[src/dsg_pkg.sv]
// constants shared by the dual servo host glue
package dsg_pkg;
    localparam int ADDR_W = 10;
    localparam int BASE_W = 7;
    localparam int DATA_W = 8;
    localparam logic [2:0] OFS_AX1_STATUS_CMD = 3'h0;
    localparam logic [2:0] OFS_AX1_DATA = 3'h1;
    localparam logic [2:0] OFS_AX2_STATUS_CMD = 3'h2;
    localparam logic [2:0] OFS_AX2_DATA = 3'h3;
    localparam logic [2:0] OFS_MOTOR_BRAKE = 3'h4;
    localparam logic [2:0] OFS_CHIP_HARD_RESET = 3'h5;
    localparam logic [2:0] OFS_IRQ_ENABLE_CAUSE = 3'h6;
    localparam logic [2:0] OFS_IRQ_ACK = 3'h7;
    localparam int BIT_CH1 = 0;
    localparam int BIT_CH2 = 1;
    localparam int BIT_LED = 0;
    localparam int BIT_IRQ_EN = 1;
    localparam int CAUSE_W = 4;
    localparam logic [1:0] RST_BRAKE = 2'h0;
    localparam logic [1:0] RST_CHIP_RESET = 2'h0;
    localparam logic RST_IRQ_EN = 1'b0;
    localparam logic RST_LED = 1'b0;
    localparam logic [CAUSE_W-1:0] RST_CAUSE = 4'h0;
    localparam logic RST_STROBE_B = 1'b1;
    localparam logic [DATA_W-1:0] RST_DATA = 8'h00;
    localparam logic [ADDR_W-1:0] RST_ADDR = 10'h000;
endpackage : dsg_pkg

[src/dsg_strobe_edge.sv]
// edge detector for an active-low bus strobe
`timescale 1ns/1ps
module dsg_strobe_edge
    import dsg_pkg::*;
(
    // clock and reset
    input wire logic i_clk,
    input wire logic i_rst_b,
    // strobe in
    input wire logic i_strobe_b,
    // edge pulses
    output logic o_start,
    output logic o_end
);
    logic prev_q;
    logic prev_d;

    always_comb begin
        prev_d = i_strobe_b;
    end

    always_ff @(posedge i_clk or negedge i_rst_b) begin
        if (!i_rst_b) begin
            prev_q <= RST_STROBE_B;
        end else begin
            prev_q <= prev_d;
        end
    end

    assign o_start = prev_q & ~i_strobe_b;
    assign o_end = ~prev_q & i_strobe_b;
endmodule : dsg_strobe_edge

[src/dsg_irq_cause.sv]
// sticky interrupt cause latch with read-to-clear
`timescale 1ns/1ps
module dsg_irq_cause
    import dsg_pkg::*;
(
    // clock and reset
    input wire logic i_clk,
    input wire logic i_rst_b,
    // raw sources and clear
    input wire logic [CAUSE_W-1:0] i_src,
    input wire logic i_clear,
    // latched causes
    output logic [CAUSE_W-1:0] o_cause
);
    logic [CAUSE_W-1:0] src_prev_q;
    logic [CAUSE_W-1:0] src_prev_d;
    logic [CAUSE_W-1:0] cause_q;
    logic [CAUSE_W-1:0] cause_d;
    logic [CAUSE_W-1:0] rise;

    always_comb begin
        rise = i_src & ~src_prev_q;
        src_prev_d = i_src;
        // a new event in the clearing cycle survives the clear
        cause_d = (i_clear ? RST_CAUSE : cause_q) | rise;
    end

    always_ff @(posedge i_clk or negedge i_rst_b) begin
        if (!i_rst_b) begin
            src_prev_q <= RST_CAUSE;
            cause_q <= RST_CAUSE;
        end else begin
            src_prev_q <= src_prev_d;
            cause_q <= cause_d;
        end
    end

    assign o_cause = cause_q;
endmodule : dsg_irq_cause

[src/dsg_host_glue.sv]
// host-side i/o decode and control glue of the dual servo card
`timescale 1ns/1ps
module dsg_host_glue
    import dsg_pkg::*;
(
    // clock and reset
    input wire logic I_REF_CLK,
    input wire logic I_RST_B,
    // host i/o bus
    input wire logic [ADDR_W-1:0] I_ADDR,
    input wire logic [BASE_W-1:0] I_BASE,
    input wire logic I_IOR_B,
    input wire logic I_IOW_B,
    input wire logic [DATA_W-1:0] I_DATA,
    output logic [DATA_W-1:0] O_DATA,
    output logic O_DATA_OE_B,
    // motion chip bus
    output logic [1:0] O_MC_CS_B,
    output logic O_MC_PS_B,
    output logic O_MC_RD_B,
    output logic O_MC_WR_B,
    output logic [DATA_W-1:0] O_MC_WDATA,
    input wire logic [DATA_W-1:0] I_MC1_RDATA,
    input wire logic [DATA_W-1:0] I_MC2_RDATA,
    // motion chip and drive events
    input wire logic [1:0] I_MC_IRQ,
    input wire logic [1:0] I_OVERHEAT,
    // card controls
    output logic [1:0] O_BRAKE,
    output logic [1:0] O_MC_RESET,
    output logic O_FAULT_LED,
    output logic O_IRQ
);
    function automatic logic port_hit(
        input logic [ADDR_W-1:0] addr,
        input logic [BASE_W-1:0] base
    );
        port_hit = (addr[ADDR_W-1:3] == base);
    endfunction : port_hit

    logic rd_start;
    logic rd_end;
    logic wr_start;
    logic wr_end;
    logic [CAUSE_W-1:0] cause;
    logic [CAUSE_W-1:0] irq_src;
    logic ack_read;
    logic cur_hit;
    logic [2:0] cur_ofs;

    // address and data held one cycle so the closing strobe edge sees them
    logic [ADDR_W-1:0] addr_q;
    logic [ADDR_W-1:0] addr_d;
    logic [DATA_W-1:0] wdata_q;
    logic [DATA_W-1:0] wdata_d;
    logic [DATA_W-1:0] rdata_q;
    logic [DATA_W-1:0] rdata_d;
    logic [1:0] brake_q;
    logic [1:0] brake_d;
    logic [1:0] mc_reset_q;
    logic [1:0] mc_reset_d;
    logic irq_en_q;
    logic irq_en_d;
    logic led_q;
    logic led_d;
    logic irq_q;
    logic irq_d;
    logic wr_hit;

    dsg_strobe_edge u_rd_edge (
        .i_clk(I_REF_CLK),
        .i_rst_b(I_RST_B),
        .i_strobe_b(I_IOR_B),
        .o_start(rd_start),
        .o_end(rd_end)
    );

    dsg_strobe_edge u_wr_edge (
        .i_clk(I_REF_CLK),
        .i_rst_b(I_RST_B),
        .i_strobe_b(I_IOW_B),
        .o_start(wr_start),
        .o_end(wr_end)
    );

    assign irq_src = {I_MC_IRQ[BIT_CH2], I_MC_IRQ[BIT_CH1],
                      I_OVERHEAT[BIT_CH2], I_OVERHEAT[BIT_CH1]};

    // reads of the cause port never feed the clear; only offset 7 does
    assign ack_read = rd_end && port_hit(addr_q, I_BASE)
                      && addr_q[2:0] == OFS_IRQ_ACK;

    dsg_irq_cause u_cause (
        .i_clk(I_REF_CLK),
        .i_rst_b(I_RST_B),
        .i_src(irq_src),
        .i_clear(ack_read),
        .o_cause(cause)
    );

    assign cur_hit = port_hit(I_ADDR, I_BASE);
    assign cur_ofs = I_ADDR[2:0];
    assign wr_hit = wr_end && port_hit(addr_q, I_BASE);

    // host read data, refreshed every cycle of the strobe
    always_comb begin
        rdata_d = rdata_q;
        if (!I_IOR_B && cur_hit) begin
            if (cur_ofs == OFS_AX1_STATUS_CMD
                || cur_ofs == OFS_AX1_DATA) begin
                rdata_d = I_MC1_RDATA;
            end else if (cur_ofs == OFS_AX2_STATUS_CMD
                         || cur_ofs == OFS_AX2_DATA) begin
                rdata_d = I_MC2_RDATA;
            end else if (cur_ofs == OFS_IRQ_ENABLE_CAUSE) begin
                // live levels let software poll overheat without an irq
                rdata_d = {{(DATA_W-CAUSE_W){1'b0}},
                           cause | irq_src};
            end else begin
                rdata_d = RST_DATA; // offsets 4, 5, 7 return nothing
            end
        end
    end

    always_comb begin
        addr_d = I_ADDR;
        wdata_d = I_DATA;
    end

    // control register writes taken at the closing edge of the write
    always_comb begin
        brake_d = brake_q;
        mc_reset_d = mc_reset_q;
        irq_en_d = irq_en_q;
        led_d = led_q;
        if (wr_hit) begin
            if (addr_q[2:0] == OFS_MOTOR_BRAKE) begin
                brake_d = wdata_q[1:0];
            end else if (addr_q[2:0] == OFS_CHIP_HARD_RESET) begin
                mc_reset_d = wdata_q[1:0];
            end else if (addr_q[2:0] == OFS_IRQ_ENABLE_CAUSE) begin
                irq_en_d = wdata_q[BIT_IRQ_EN];
                led_d = wdata_q[BIT_LED];
            end
        end
    end

    // request follows the latched causes, so only a clear read at offset 7 or clearing the enable at offset 6 can drop it
    always_comb begin
        irq_d = irq_en_d && (|cause);
    end

    always_ff @(posedge I_REF_CLK or negedge I_RST_B) begin
        if (!I_RST_B) begin
            addr_q <= RST_ADDR;
            wdata_q <= RST_DATA;
            rdata_q <= RST_DATA;
            brake_q <= RST_BRAKE;
            mc_reset_q <= RST_CHIP_RESET;
            irq_en_q <= RST_IRQ_EN;
            led_q <= RST_LED;
            irq_q <= 1'b0;
        end else begin
            addr_q <= addr_d;
            wdata_q <= wdata_d;
            rdata_q <= rdata_d;
            brake_q <= brake_d;
            mc_reset_q <= mc_reset_d;
            irq_en_q <= irq_en_d;
            led_q <= led_d;
            irq_q <= irq_d;
        end
    end

    // motion chip strobes follow the host strobes with no queueing, so a
    // second command reaches the chip at once and cuts off the first
    always_comb begin
        O_MC_CS_B = 2'b11;
        if (cur_hit && (!I_IOR_B || !I_IOW_B)) begin
            if (cur_ofs == OFS_AX1_STATUS_CMD
                || cur_ofs == OFS_AX1_DATA) begin
                O_MC_CS_B[BIT_CH1] = 1'b0;
            end else if (cur_ofs == OFS_AX2_STATUS_CMD
                         || cur_ofs == OFS_AX2_DATA) begin
                O_MC_CS_B[BIT_CH2] = 1'b0;
            end
        end
    end

    assign O_MC_PS_B = cur_ofs[0];
    assign O_MC_RD_B = I_IOR_B;
    assign O_MC_WR_B = I_IOW_B;
    assign O_MC_WDATA = wdata_q;
    assign O_DATA = rdata_q;
    assign O_DATA_OE_B = ~(!I_IOR_B && cur_hit);
    assign O_BRAKE = brake_q;
    assign O_MC_RESET = mc_reset_q;
    assign O_FAULT_LED = led_q;
    assign O_IRQ = irq_q;
endmodule : dsg_host_glue

[config.mk]
export PLATFORM = sky130hd
export DESIGN_NAME = dsg_host_glue
export DESIGN_NICKNAME = d
export VERILOG_FILES = /design/src/dsg_pkg.sv /design/src/dsg_strobe_edge.sv /design/src/dsg_irq_cause.sv /design/src/dsg_host_glue.sv
export SDC_FILE = /design/constraint.sdc
export NUM_CORES = 1
export LEC_CHECK = 0
export ABC_AREA = 1
export BUFFER_PORTS_ARGS = -buffer_cell sky130_fd_sc_hd__buf_2
export CAP_MARGIN = 40
export CORE_MARGIN = 3
export CORE_UTILIZATION = 51
export CTS_CLUSTER_DIAMETER = 100
export DETAILED_ROUTE_END_ITERATION = 16
export PLACE_DENSITY = 0.91
export SLEW_MARGIN = 20
export SYNTH_ARGS = -nofsm -noshare
export SYNTH_HDL_FRONTEND = slang
export SYNTH_SLANG_ARGS = --single-unit
[constraint.sdc]
create_clock -name I_REF_CLK -period 3.15 [get_ports I_REF_CLK]
set_input_delay 0.63 -clock I_REF_CLK [delete_from_list [all_inputs] [get_ports I_REF_CLK]]
set_output_delay 0.63 -clock I_REF_CLK [all_outputs]
set_load 0.02 [all_outputs]
# Word level (Yosys, flattened, before mapping)
# Cells that the tools add are included.
[op_classes] eq_ne=10 bitwise_logic=11 reduce_logical=16 mux=12
[ops] cell="8-bit 2-to-1 mux" n=2
[ops] cell="3-bit == test, second input constant" n=5
[ops] cell="7-bit == test" n=2
[ops] cell="4-bit 2-to-1 mux" n=2
[ops] cell="4-bit bitwise OR" n=2
[ops] cell="1-bit 2-to-1 mux" n=7
[ops] cell="3-bit by 2-bit == test with 1-bit output, second input constant" n=2
[ops] cell="1-bit logical AND" n=6
[ops] cell="1-bit NOT" n=5
[ops] cell="4-bit bitwise AND" n=1
[ops] cell="4-bit NOT" n=1
[ops] cell="4-bit AND reduction" n=1
[ops] cell="4-bit OR reduction" n=1
[ops] cell="3-bit by 1-bit == test with 1-bit output, second input constant" n=1
[ops] cell="3-bit logical NOT" n=1
[ops] cell="1-bit logical OR" n=3
[ops] cell="3-bit AND reduction" n=1
[ops] cell="1-bit bitwise AND" n=2
[ops] cell="1-bit logical NOT" n=2
[ops] cell="2-bit 2-to-1 mux" n=1
[ops] cell="2-bit AND reduction" n=1
[totals] out_inout_bits=28 register_bits=43 in_bits=49 wordCells=61

# Depth between registers and ports, before layout
# Gate-level depths: netlist of the first run.
[depth] word_depth=6 depth_mapped=9 depth_no_buf=9

# By module
# From an unflattened synthesis of the first run, not the netlist that was laid out.
[hier_totals] cells_unflattened=215 hier_area_um2=1905.6
[modules_own_cells] mod="dsg_host_glue" cells_per_inst=180 seq_area_each_um2=825.8 area_per_inst_um2=1559.0 instances=1
[modules_own_cells] mod="dsg_irq_cause" cells_per_inst=25 seq_area_each_um2=200.2 area_per_inst_um2=264.0 instances=1
[modules_own_cells] mod="dsg_strobe_edge" cells_per_inst=5 seq_area_each_um2=26.3 area_per_inst_um2=41.3 instances=2

# Worst setup path before layout of the first run
# OpenSTA, ideal clock, no wires.
[synth_path] kind="input-to-output" start="input I_ADDR[8]" end="output O_MC_CS_B[0]" n_path_buf=0 path_slack_ns=0.903 t_required_ns=2.520 cell_stages=5 t_arrival_ns=1.617 cell_sequence="xor2_1 > nor3_4 > nand3_4 > nand2_2 > nand2_1"
[synth_between] elab_chain_len=3
[synth_lines] item="from (decl)" line="dsg_host_glue.sv:10" rtl="input wire logic [ADDR_W-1:0] I_ADDR,"
[synth_lines] item="7-bit == test" line="dsg_host_glue.sv:38" rtl="port_hit = (addr[ADDR_W-1:3] == base);"
[synth_lines] item="1-bit logical AND" line="dsg_host_glue.sv:179" rtl="if (cur_hit && (!I_IOR_B || !I_IOW_B)) begin"
[synth_lines] item="2-bit 2-to-1 mux" line="dsg_host_glue.sv:179"
[synth_lines] item="to (decl)" line="dsg_host_glue.sv:18" rtl="output logic [1:0] O_MC_CS_B,"
# No other way between the ends.

# Worst setup path after layout of the first run
[layout_path] start="input I_ADDR[3]" end="output O_MC_CS_B[1]"
# Same word-level chain as after synthesis.

==> results of run 1 <==
worst max-delay path, delay by kind of cell:
family,cells,cell delay (ps)
buffers and inverters,2,260
XOR/XNOR,1,180
AND/OR/NAND/NOR,4,800
path summary, 6_finish.rpt:
kind	startpoint	end	slack, ps	cells past startpoint
setup / recovery	I_ADDR[3]	O_MC_CS_B[1]	650	7
hold / removal	I_RST_B	addr_q[5]	170	1
setup reg to reg	addr_q[3]	u_cause.o_cause[0]	1740	6
hold reg to reg	u_cause.src_prev_q[2]	u_cause.o_cause[2]	430	1
max in group asynchronous	I_RST_B	u_rd_edge.prev_q	2460	2
min in group I_REF_CLK	I_DATA[0]	O_MC_WDATA[0]	380	1
state kept, by name, summed over array words and instances, names as in the netlist:
| register | flops |
|---|---|
| O_BRAKE | 2 |
| O_DATA | 8 |
| O_FAULT_LED | 1 |
| O_IRQ | 1 |
| O_MC_RESET | 2 |
| O_MC_WDATA | 8 |
| addr_q | 10 |
| irq_en_q | 1 |
| u_cause.o_cause | 4 |
| u_cause.src_prev_q | 4 |
| u_rd_edge.prev_q | 1 |
| u_wr_edge.prev_q | 1 |
final cells by class:
type                            instances  area, um2  share of cell area (%)
Sequential cell                        43       1079                   45.68
Multi-Input combinational cell        132      673.1                   28.51
Timing Repair Buffer                   79      415.4                   17.59
Inverter                               22      82.58                   3.498
Tap cell                               46      57.56                   2.438
Clock buffer                            6      41.29                   1.749
Clock inverter                          2      12.51                  0.5299
Yosys cell counts:
master / n
clkinv_1: 1
nor3_4: 2
a22o_1: 4
nor2_4: 1
xnor2_1: 5
dfrtp_1: 41
nand3_4: 1
nor3_1: 1
nor4_1: 1
o21ai_0: 14
nand2_2: 1
buf_4: 3
dfstp_2: 2
nand3_1: 13
nand2_1: 62
inv_1: 21
a21oi_1: 1
nand4_1: 8
nor2_1: 13
xor2_1: 5
kinds of logic (layout without fill, tap and decap cells):
| kind of cell | count (synthesis) | count (layout) | share of synthesized area [%] |
|---|---|---|---|
| AND/OR/NAND/NOR | 103 | 103 | 25.61 |
| flip-flops | 43 | 43 | 58.09 |
| buffers and inverters | 25 | 109 | 5.660 |
| AO/OA/AOI/OAI | 19 | 19 | 5.930 |
| XOR/XNOR | 10 | 10 | 4.717 |
placed cells by master (no fill, tap or decap), types with 4 or more instances in the layout:
cell type  count
a22o_1         4
nor2_1        13
nand4_1        8
nand3_1       13
xnor2_1        5
xor2_1         5
buf_2         76
clkbuf_4       5
dfrtp_1       41
o21ai_0       14
inv_1         21
nand2_1       62
per-layer routing:
| layer | vias to the layer above | GRT usage, % |
|---|---|---|
| met5 | - | 0 |
| met4 | 0 | 5.584 |
| met3 | 0 | 5.272 |
| met2 | 62 | 32.59 |
| met1 | 755 | 25.11 |
| li1 | 803 | - |
where the power goes:
group	internal [uW]	switching [uW]	leakage (uW)
registers	578	12.0	0.000520
logic	63.4	101	0.000766
clock network	86.3	173	0.0000282
metrics by stage:
step | hold WS, ps | util (%) | cells | area [um2]
after floorplan | 334.4 | - | 200 | 1857
after global placement | 403.9 | 66.96 | 321 | 2287
after detailed placement | 412.5 | 67.55 | 322 | 2307
after CTS | 164.3 | 69.12 | 330 | 2361
after global routing | 155.9 | 69.12 | 330 | 2361
final | 168.2 | 69.12 | 330 | 2361
==> reports/metrics.yaml, run 1 <==
floorplanning:
  die_area_mm2: 0.004401
  row_count: 21
  die_y_um: 66.34
  die_w_um: 66.34
  initial_core_util_pct: 54.36
  ios: 77
  core_area_mm2: 0.003416
detailed_routing:
  dr.first_iter.drc_count: 55
  route.met2.wl_mm: 1.950
  route.met3.wl_um: 300
  route.detailed.drc: 0
  post_drt_wl_per_cell_um: 11.75
  wl_met1_mm: 1.626
  vias: 1620
  dr.pass1.iters: 7
  drtAntennaViolNets: 0
  highest_layer: "met3"
  viasPerCell: 4.909
  totalWireLength_mm: 3.877
logic_synthesis:
  ys_seq_area_share_pct: 58.09
  synth_top_cell_by_area: "dfrtp_1"
  avgSynthCellArea_um2: 9.284
  yosys.cell_types.count: 20
  yosys_register_bits: 43
  netlist_instances: 200
  synth.area.top_cells: "dfrtp_1, nand2_1, inv_1"
  syn-cell-area_mm2: 0.001857
  synth_top_area_share_pct: 55.26
  yosysWarnings: 0
  synth_nets: 249
placement:
  gp_congestion: 0.7742
  dp_hpwl_mm: 3.137
  portBuffers: 76
  dp_slack_ps: 642.2
worst_hold_path:
  min_path_type: "in -> async"
clocking:
  cts_hold_buf: 0
  ctsRootBufferMaster: "clkbuf_4"
  numCtsBuffers: 5
  postCtsSetupBuffers: 0
  htree_levels: 2
  cts.clk_slew.worst_paths_ps: 120
  clock_latency_ps: 340
  cts_tree: "built"
  clockBufferDepth: 2
  ctsResizeCount: 0
  clkSinkCount: 43
timing:
  worstMarginPinSlew_ps: 468.7
  finalCritPeriodShare_pct: 79.36
  final_hold_viol_count: 0
  setup_viol: 0
  final_max_slew_viol_count: 0
  finalCriticalPeriod_ps: 2500
  finClkSkew_ps: 6.729
  relSlewSlack_pct: 68.65
  setup_tns_ps: 0
  fmax_ghz: 0.4000
  rsz0062_at_grt: "no"
  setup_ws_ps: 650.2
global_route:
  grt_max_degree: 31
  antenna_found_initial: 0
  grt_pass1_vias: 1529
  grt_use_total_pct: 19.63
  grt_remaining_overflow: 0
  grt_first_pass_wirelength_mm: 6.548
critical_path:
  cp-end-kind: "primary output"
  worstPathRequired_ps: 2520
  worstPathArrival_ps: 1870
  cpMaxStageDelayCell: "nor3_4"
  worst-setup-path-type: "in -> out"
  cp_cell_sequence: "buf_2 > xor2_1 > nor3_4 > nand3_4 > nand2_2 > nand2_1 > buf_2"
  slowest_delay_ps: 450
  start_kind: "primary input"
  crit_top_cell: "buf_2"
  cp_max_fo: 10
layout:
  layout-drive-gt1-share_pct: 32.75
  fin_nets: 332
  syn_to_final_growth_pct: 27.16
  diodes: 0
  fillerInstances: 298
power_and_ir_drop:
  peakVddDrop_mv: 0.3123
  power_uw: 1013
  p_leak_uw: 0.001314
  power_density_mw_per_mm2: 429.2
run_status:
  status: "finished clean"
job:
  maxCapViolCount: 0
(Power assumes the default switching activity.)
==> run 2, diff against run 1 <==
--- a/config.mk
+++ b/config.mk
@@ -5,14 +5,14 @@
 export SDC_FILE = /design/constraint.sdc
 export NUM_CORES = 1
 export LEC_CHECK = 0
-export ABC_AREA = 1
+export ABC_AREA = 0
 export BUFFER_PORTS_ARGS = -buffer_cell sky130_fd_sc_hd__buf_2
 export CAP_MARGIN = 40
 export CORE_MARGIN = 3
-export CORE_UTILIZATION = 51
+export CORE_UTILIZATION = 42
 export CTS_CLUSTER_DIAMETER = 100
 export DETAILED_ROUTE_END_ITERATION = 16
-export PLACE_DENSITY = 0.91
+export PLACE_DENSITY = 0.81
 export SLEW_MARGIN = 20
 export SYNTH_ARGS = -nofsm -noshare
 export SYNTH_HDL_FRONTEND = slang
==> constraint.sdc (replaced) <==
create_clock -name I_REF_CLK -period 2.1 [get_ports I_REF_CLK]
set_input_delay 0.42 -clock I_REF_CLK [delete_from_list [all_inputs] [get_ports I_REF_CLK]]
set_output_delay 0.42 -clock I_REF_CLK [all_outputs]
set_load 0.02 [all_outputs]
==> run 2 against run 1 <==
Against the previous run: global-route usage shrank 3.4 points; cell area grew 1.8%; first-iteration DRC count shrank 55%; largest cell class unchanged.
==> reports/metrics.yaml, run 2 <==
run_status:
  status: "finished clean"
power_and_ir_drop:
  peakVddDrop_mv: 0.4009
  power_density_mw_per_mm2: 754.9
  p_leak_uw: 0.001232
layout:
  final_common_cell: "buf_2"
  fillerInstances: 350
  largest_reg_flops: 10
  layout-drive-gt1-share_pct: 48.00
  stdcell_area_mm2: 0.002404
  top_register: "addr_q"
  fin_nets: 273
  final_cell_mix: "buf_2, dfrtp_1, inv_1, mux2i_1, mux2_2"
  diodes: 0
  syn_to_final_growth_pct: 32.03
  regArea_mm2: 0.001079
  multi_input_area_um2: 678.2
clocking:
  clkSinkCount: 43
  ctsRootBufferMaster: "clkbuf_8"
  clockBufferDepth: 2
  cts_hold_buf: 0
  cts_tree: "built"
  cts.clk_slew.worst_paths_ps: 80
  clock_latency_ps: 290
  numCtsBuffers: 5
  htree_levels: 2
detailed_routing:
  vias: 1313
  wl_met1_mm: 1.664
  route.detailed.drc: 0
  post_drt_wl_per_cell_um: 14.01
  highest_layer: "met4"
  drtAntennaViolNets: 0
  totalWireLength_mm: 3.853
  route.met3.wl_um: 315
  viasPerCell: 4.775
  route.met2.wl_mm: 1.839
  dr.first_iter.drc_count: 25
  dr.pass1.iters: 4
critical_path:
  worstPathRequired_ps: 1680
  start_kind: "primary input"
  cp_max_fo: 2
  worstPathArrival_ps: 1590
  regToRegSetupSlack_ps: 430
  cp-end-kind: "primary output"
  worst-setup-path-type: "in -> out"
logic_synthesis:
  synth_nets: 191
  synth.most_common_cell: "dfrtp_1"
  synth_ff_type: "dfrtp_1"
  yosys_register_bits: 43
  synth_top_area_share_pct: 56.36
  netlist_instances: 142
  synth_top_cell_by_area: "dfrtp_1"
  avgSynthCellArea_um2: 12.82
  ys_async_sr_fraction_pct: 100.0
  yosys.cell_types.count: 29
  syn-cell-area_mm2: 0.001820
  synthTopCellsByCount: "dfrtp_1, inv_1, mux2i_1"
  synth.area.top_cells: "dfrtp_1, mux2i_1, mux2_2"
  synth_edf_count: 0
  yosysWarnings: 0
  ys_seq_area_share_pct: 59.24
global_route:
  grt_remaining_overflow: 0
  grt_pass1_vias: 1378
  antenna_found_initial: 0
  grt_max_degree: 19
  grt_first_pass_wirelength_mm: 6.382
  grt_use_total_pct: 16.18
placement:
  portBuffers: 76
  placed_area_mm2: 0.002267
  dp_hpwl_mm: 3.037
  gp_congestion: 0.7182
timing:
  rsz0062_at_grt: "no"
  worstMarginPinSlew_ps: 385.7
  final_hold_viol_count: 0
  relSlewSlack_pct: 74.29
  finalCriticalPeriod_ps: 2013
  finClkSkew_ps: 2.527
  setup_tns_ps: 0
  final_max_slew_viol_count: 0
  setup_viol: 0
  finalCritPeriodShare_pct: 95.84
  fmax_ghz: 0.4969
floorplanning:
  die_y_um: 71.84
  row_count: 23
  ios: 77
  core_area_mm2: 0.004086
  die_w_um: 71.84
  die_area_mm2: 0.005160
  initial_core_util_pct: 44.55
worst_hold_path:
  min_path_type: "in -> async"
job:
  maxCapViolCount: 0
[run 2: cell count changes in the layout (fill, tap and decap cells not counted), sizes merged, moves of 3 or more]
| cell | previous run | this run |
|---|---|---|
| a21oi | 1 | 4 |
| inv | 21 | 13 |
| mux2 | 0 | 10 |
| mux2i | 0 | 13 |
| nand2 | 63 | 3 |
| nand3 | 14 | 1 |
| nand4 | 8 | 4 |
| nor2 | 14 | 6 |
| nor2b | 0 | 3 |
| nor3b | 0 | 4 |
| o21ai | 14 | 0 |
| o21bai | 0 | 4 |
[run 2: worst paths after layout]
check                           start               end  cells after the start
setup reg to reg            addr_q[4]          irq_en_q                      4
hold / removal                I_RST_B         O_DATA[0]                      1
max in group asynchronous     I_RST_B  u_rd_edge.prev_q                      2
hold reg to reg            O_BRAKE[0]        O_BRAKE[0]                      1
setup / recovery            I_ADDR[9]      O_MC_CS_B[1]                      7
min in group I_REF_CLK      I_DATA[1]     O_MC_WDATA[1]                      1
[run 2: cell type report]
cell class,instances,area share (%)
Multi-Input combinational cell,80,28.21
Clock buffer,6,3.436
Sequential cell,43,44.87
Timing Repair Buffer,81,17.39
Clock inverter,2,1.458
Inverter,13,2.030
Tap cell,50,2.603
[run 2: per-stage QoR]
step	setup slack [ps]	utilization, %	instances	hold slack [ps]	total power (uW)
floorplan	295.0	-	142	124.4	1046
global placement	26.39	55.48	267	366.5	1165
detailed placement	1.335	55.48	267	365.8	1171
CTS	23.66	58.39	275	38.26	1836
global route	16.21	58.82	275	44.93	1902
finish	87.45	58.82	275	39.22	1815
[run 2: cell families (layout without fill, tap and decap cells)]
family / count (synthesis) / after routing / synth area share, %
XOR/XNOR: 14 / 14 / 6.736
flip-flops: 43 / 43 / 59.24
multiplexers: 23 / 23 / 13.33
buffers and inverters: 19 / 102 / 4.536
AND/OR/NAND/NOR: 30 / 30 / 11.00
AO/OA/AOI/OAI: 13 / 13 / 5.155
[run 2: repair_timing]
action / 4_1_cts / 5_1_grt
buffers inserted: 0 / 0
endpoints found under the setup margin: 2 / 2
resized for setup: 1 / 3
pin swaps: 0 / 1
[run 2: power breakdown]
group          leakage [uW]  internal, uW  switching [uW]
registers          0.000503           875            23.0
logic              0.000668           110             150
clock network     0.0000612           385             272
total               0.00123          1370             445
[run 2: worst max-delay path, cell delays in order]
cell,delay (ps)
buf_2,110
xnor2_1,160
nand4_1,240
a2111oi_2,280
buf_4,170
nand2_1,40
buf_2,170
[run 2: metal layers]
metal | vias to the layer above | GRT usage [%]
met5 | - | 0
met4 | 0 | 5.010
met3 | 4 | 6.031
met2 | 57 | 26.43
met1 | 606 | 19.98
li1 | 646 | -
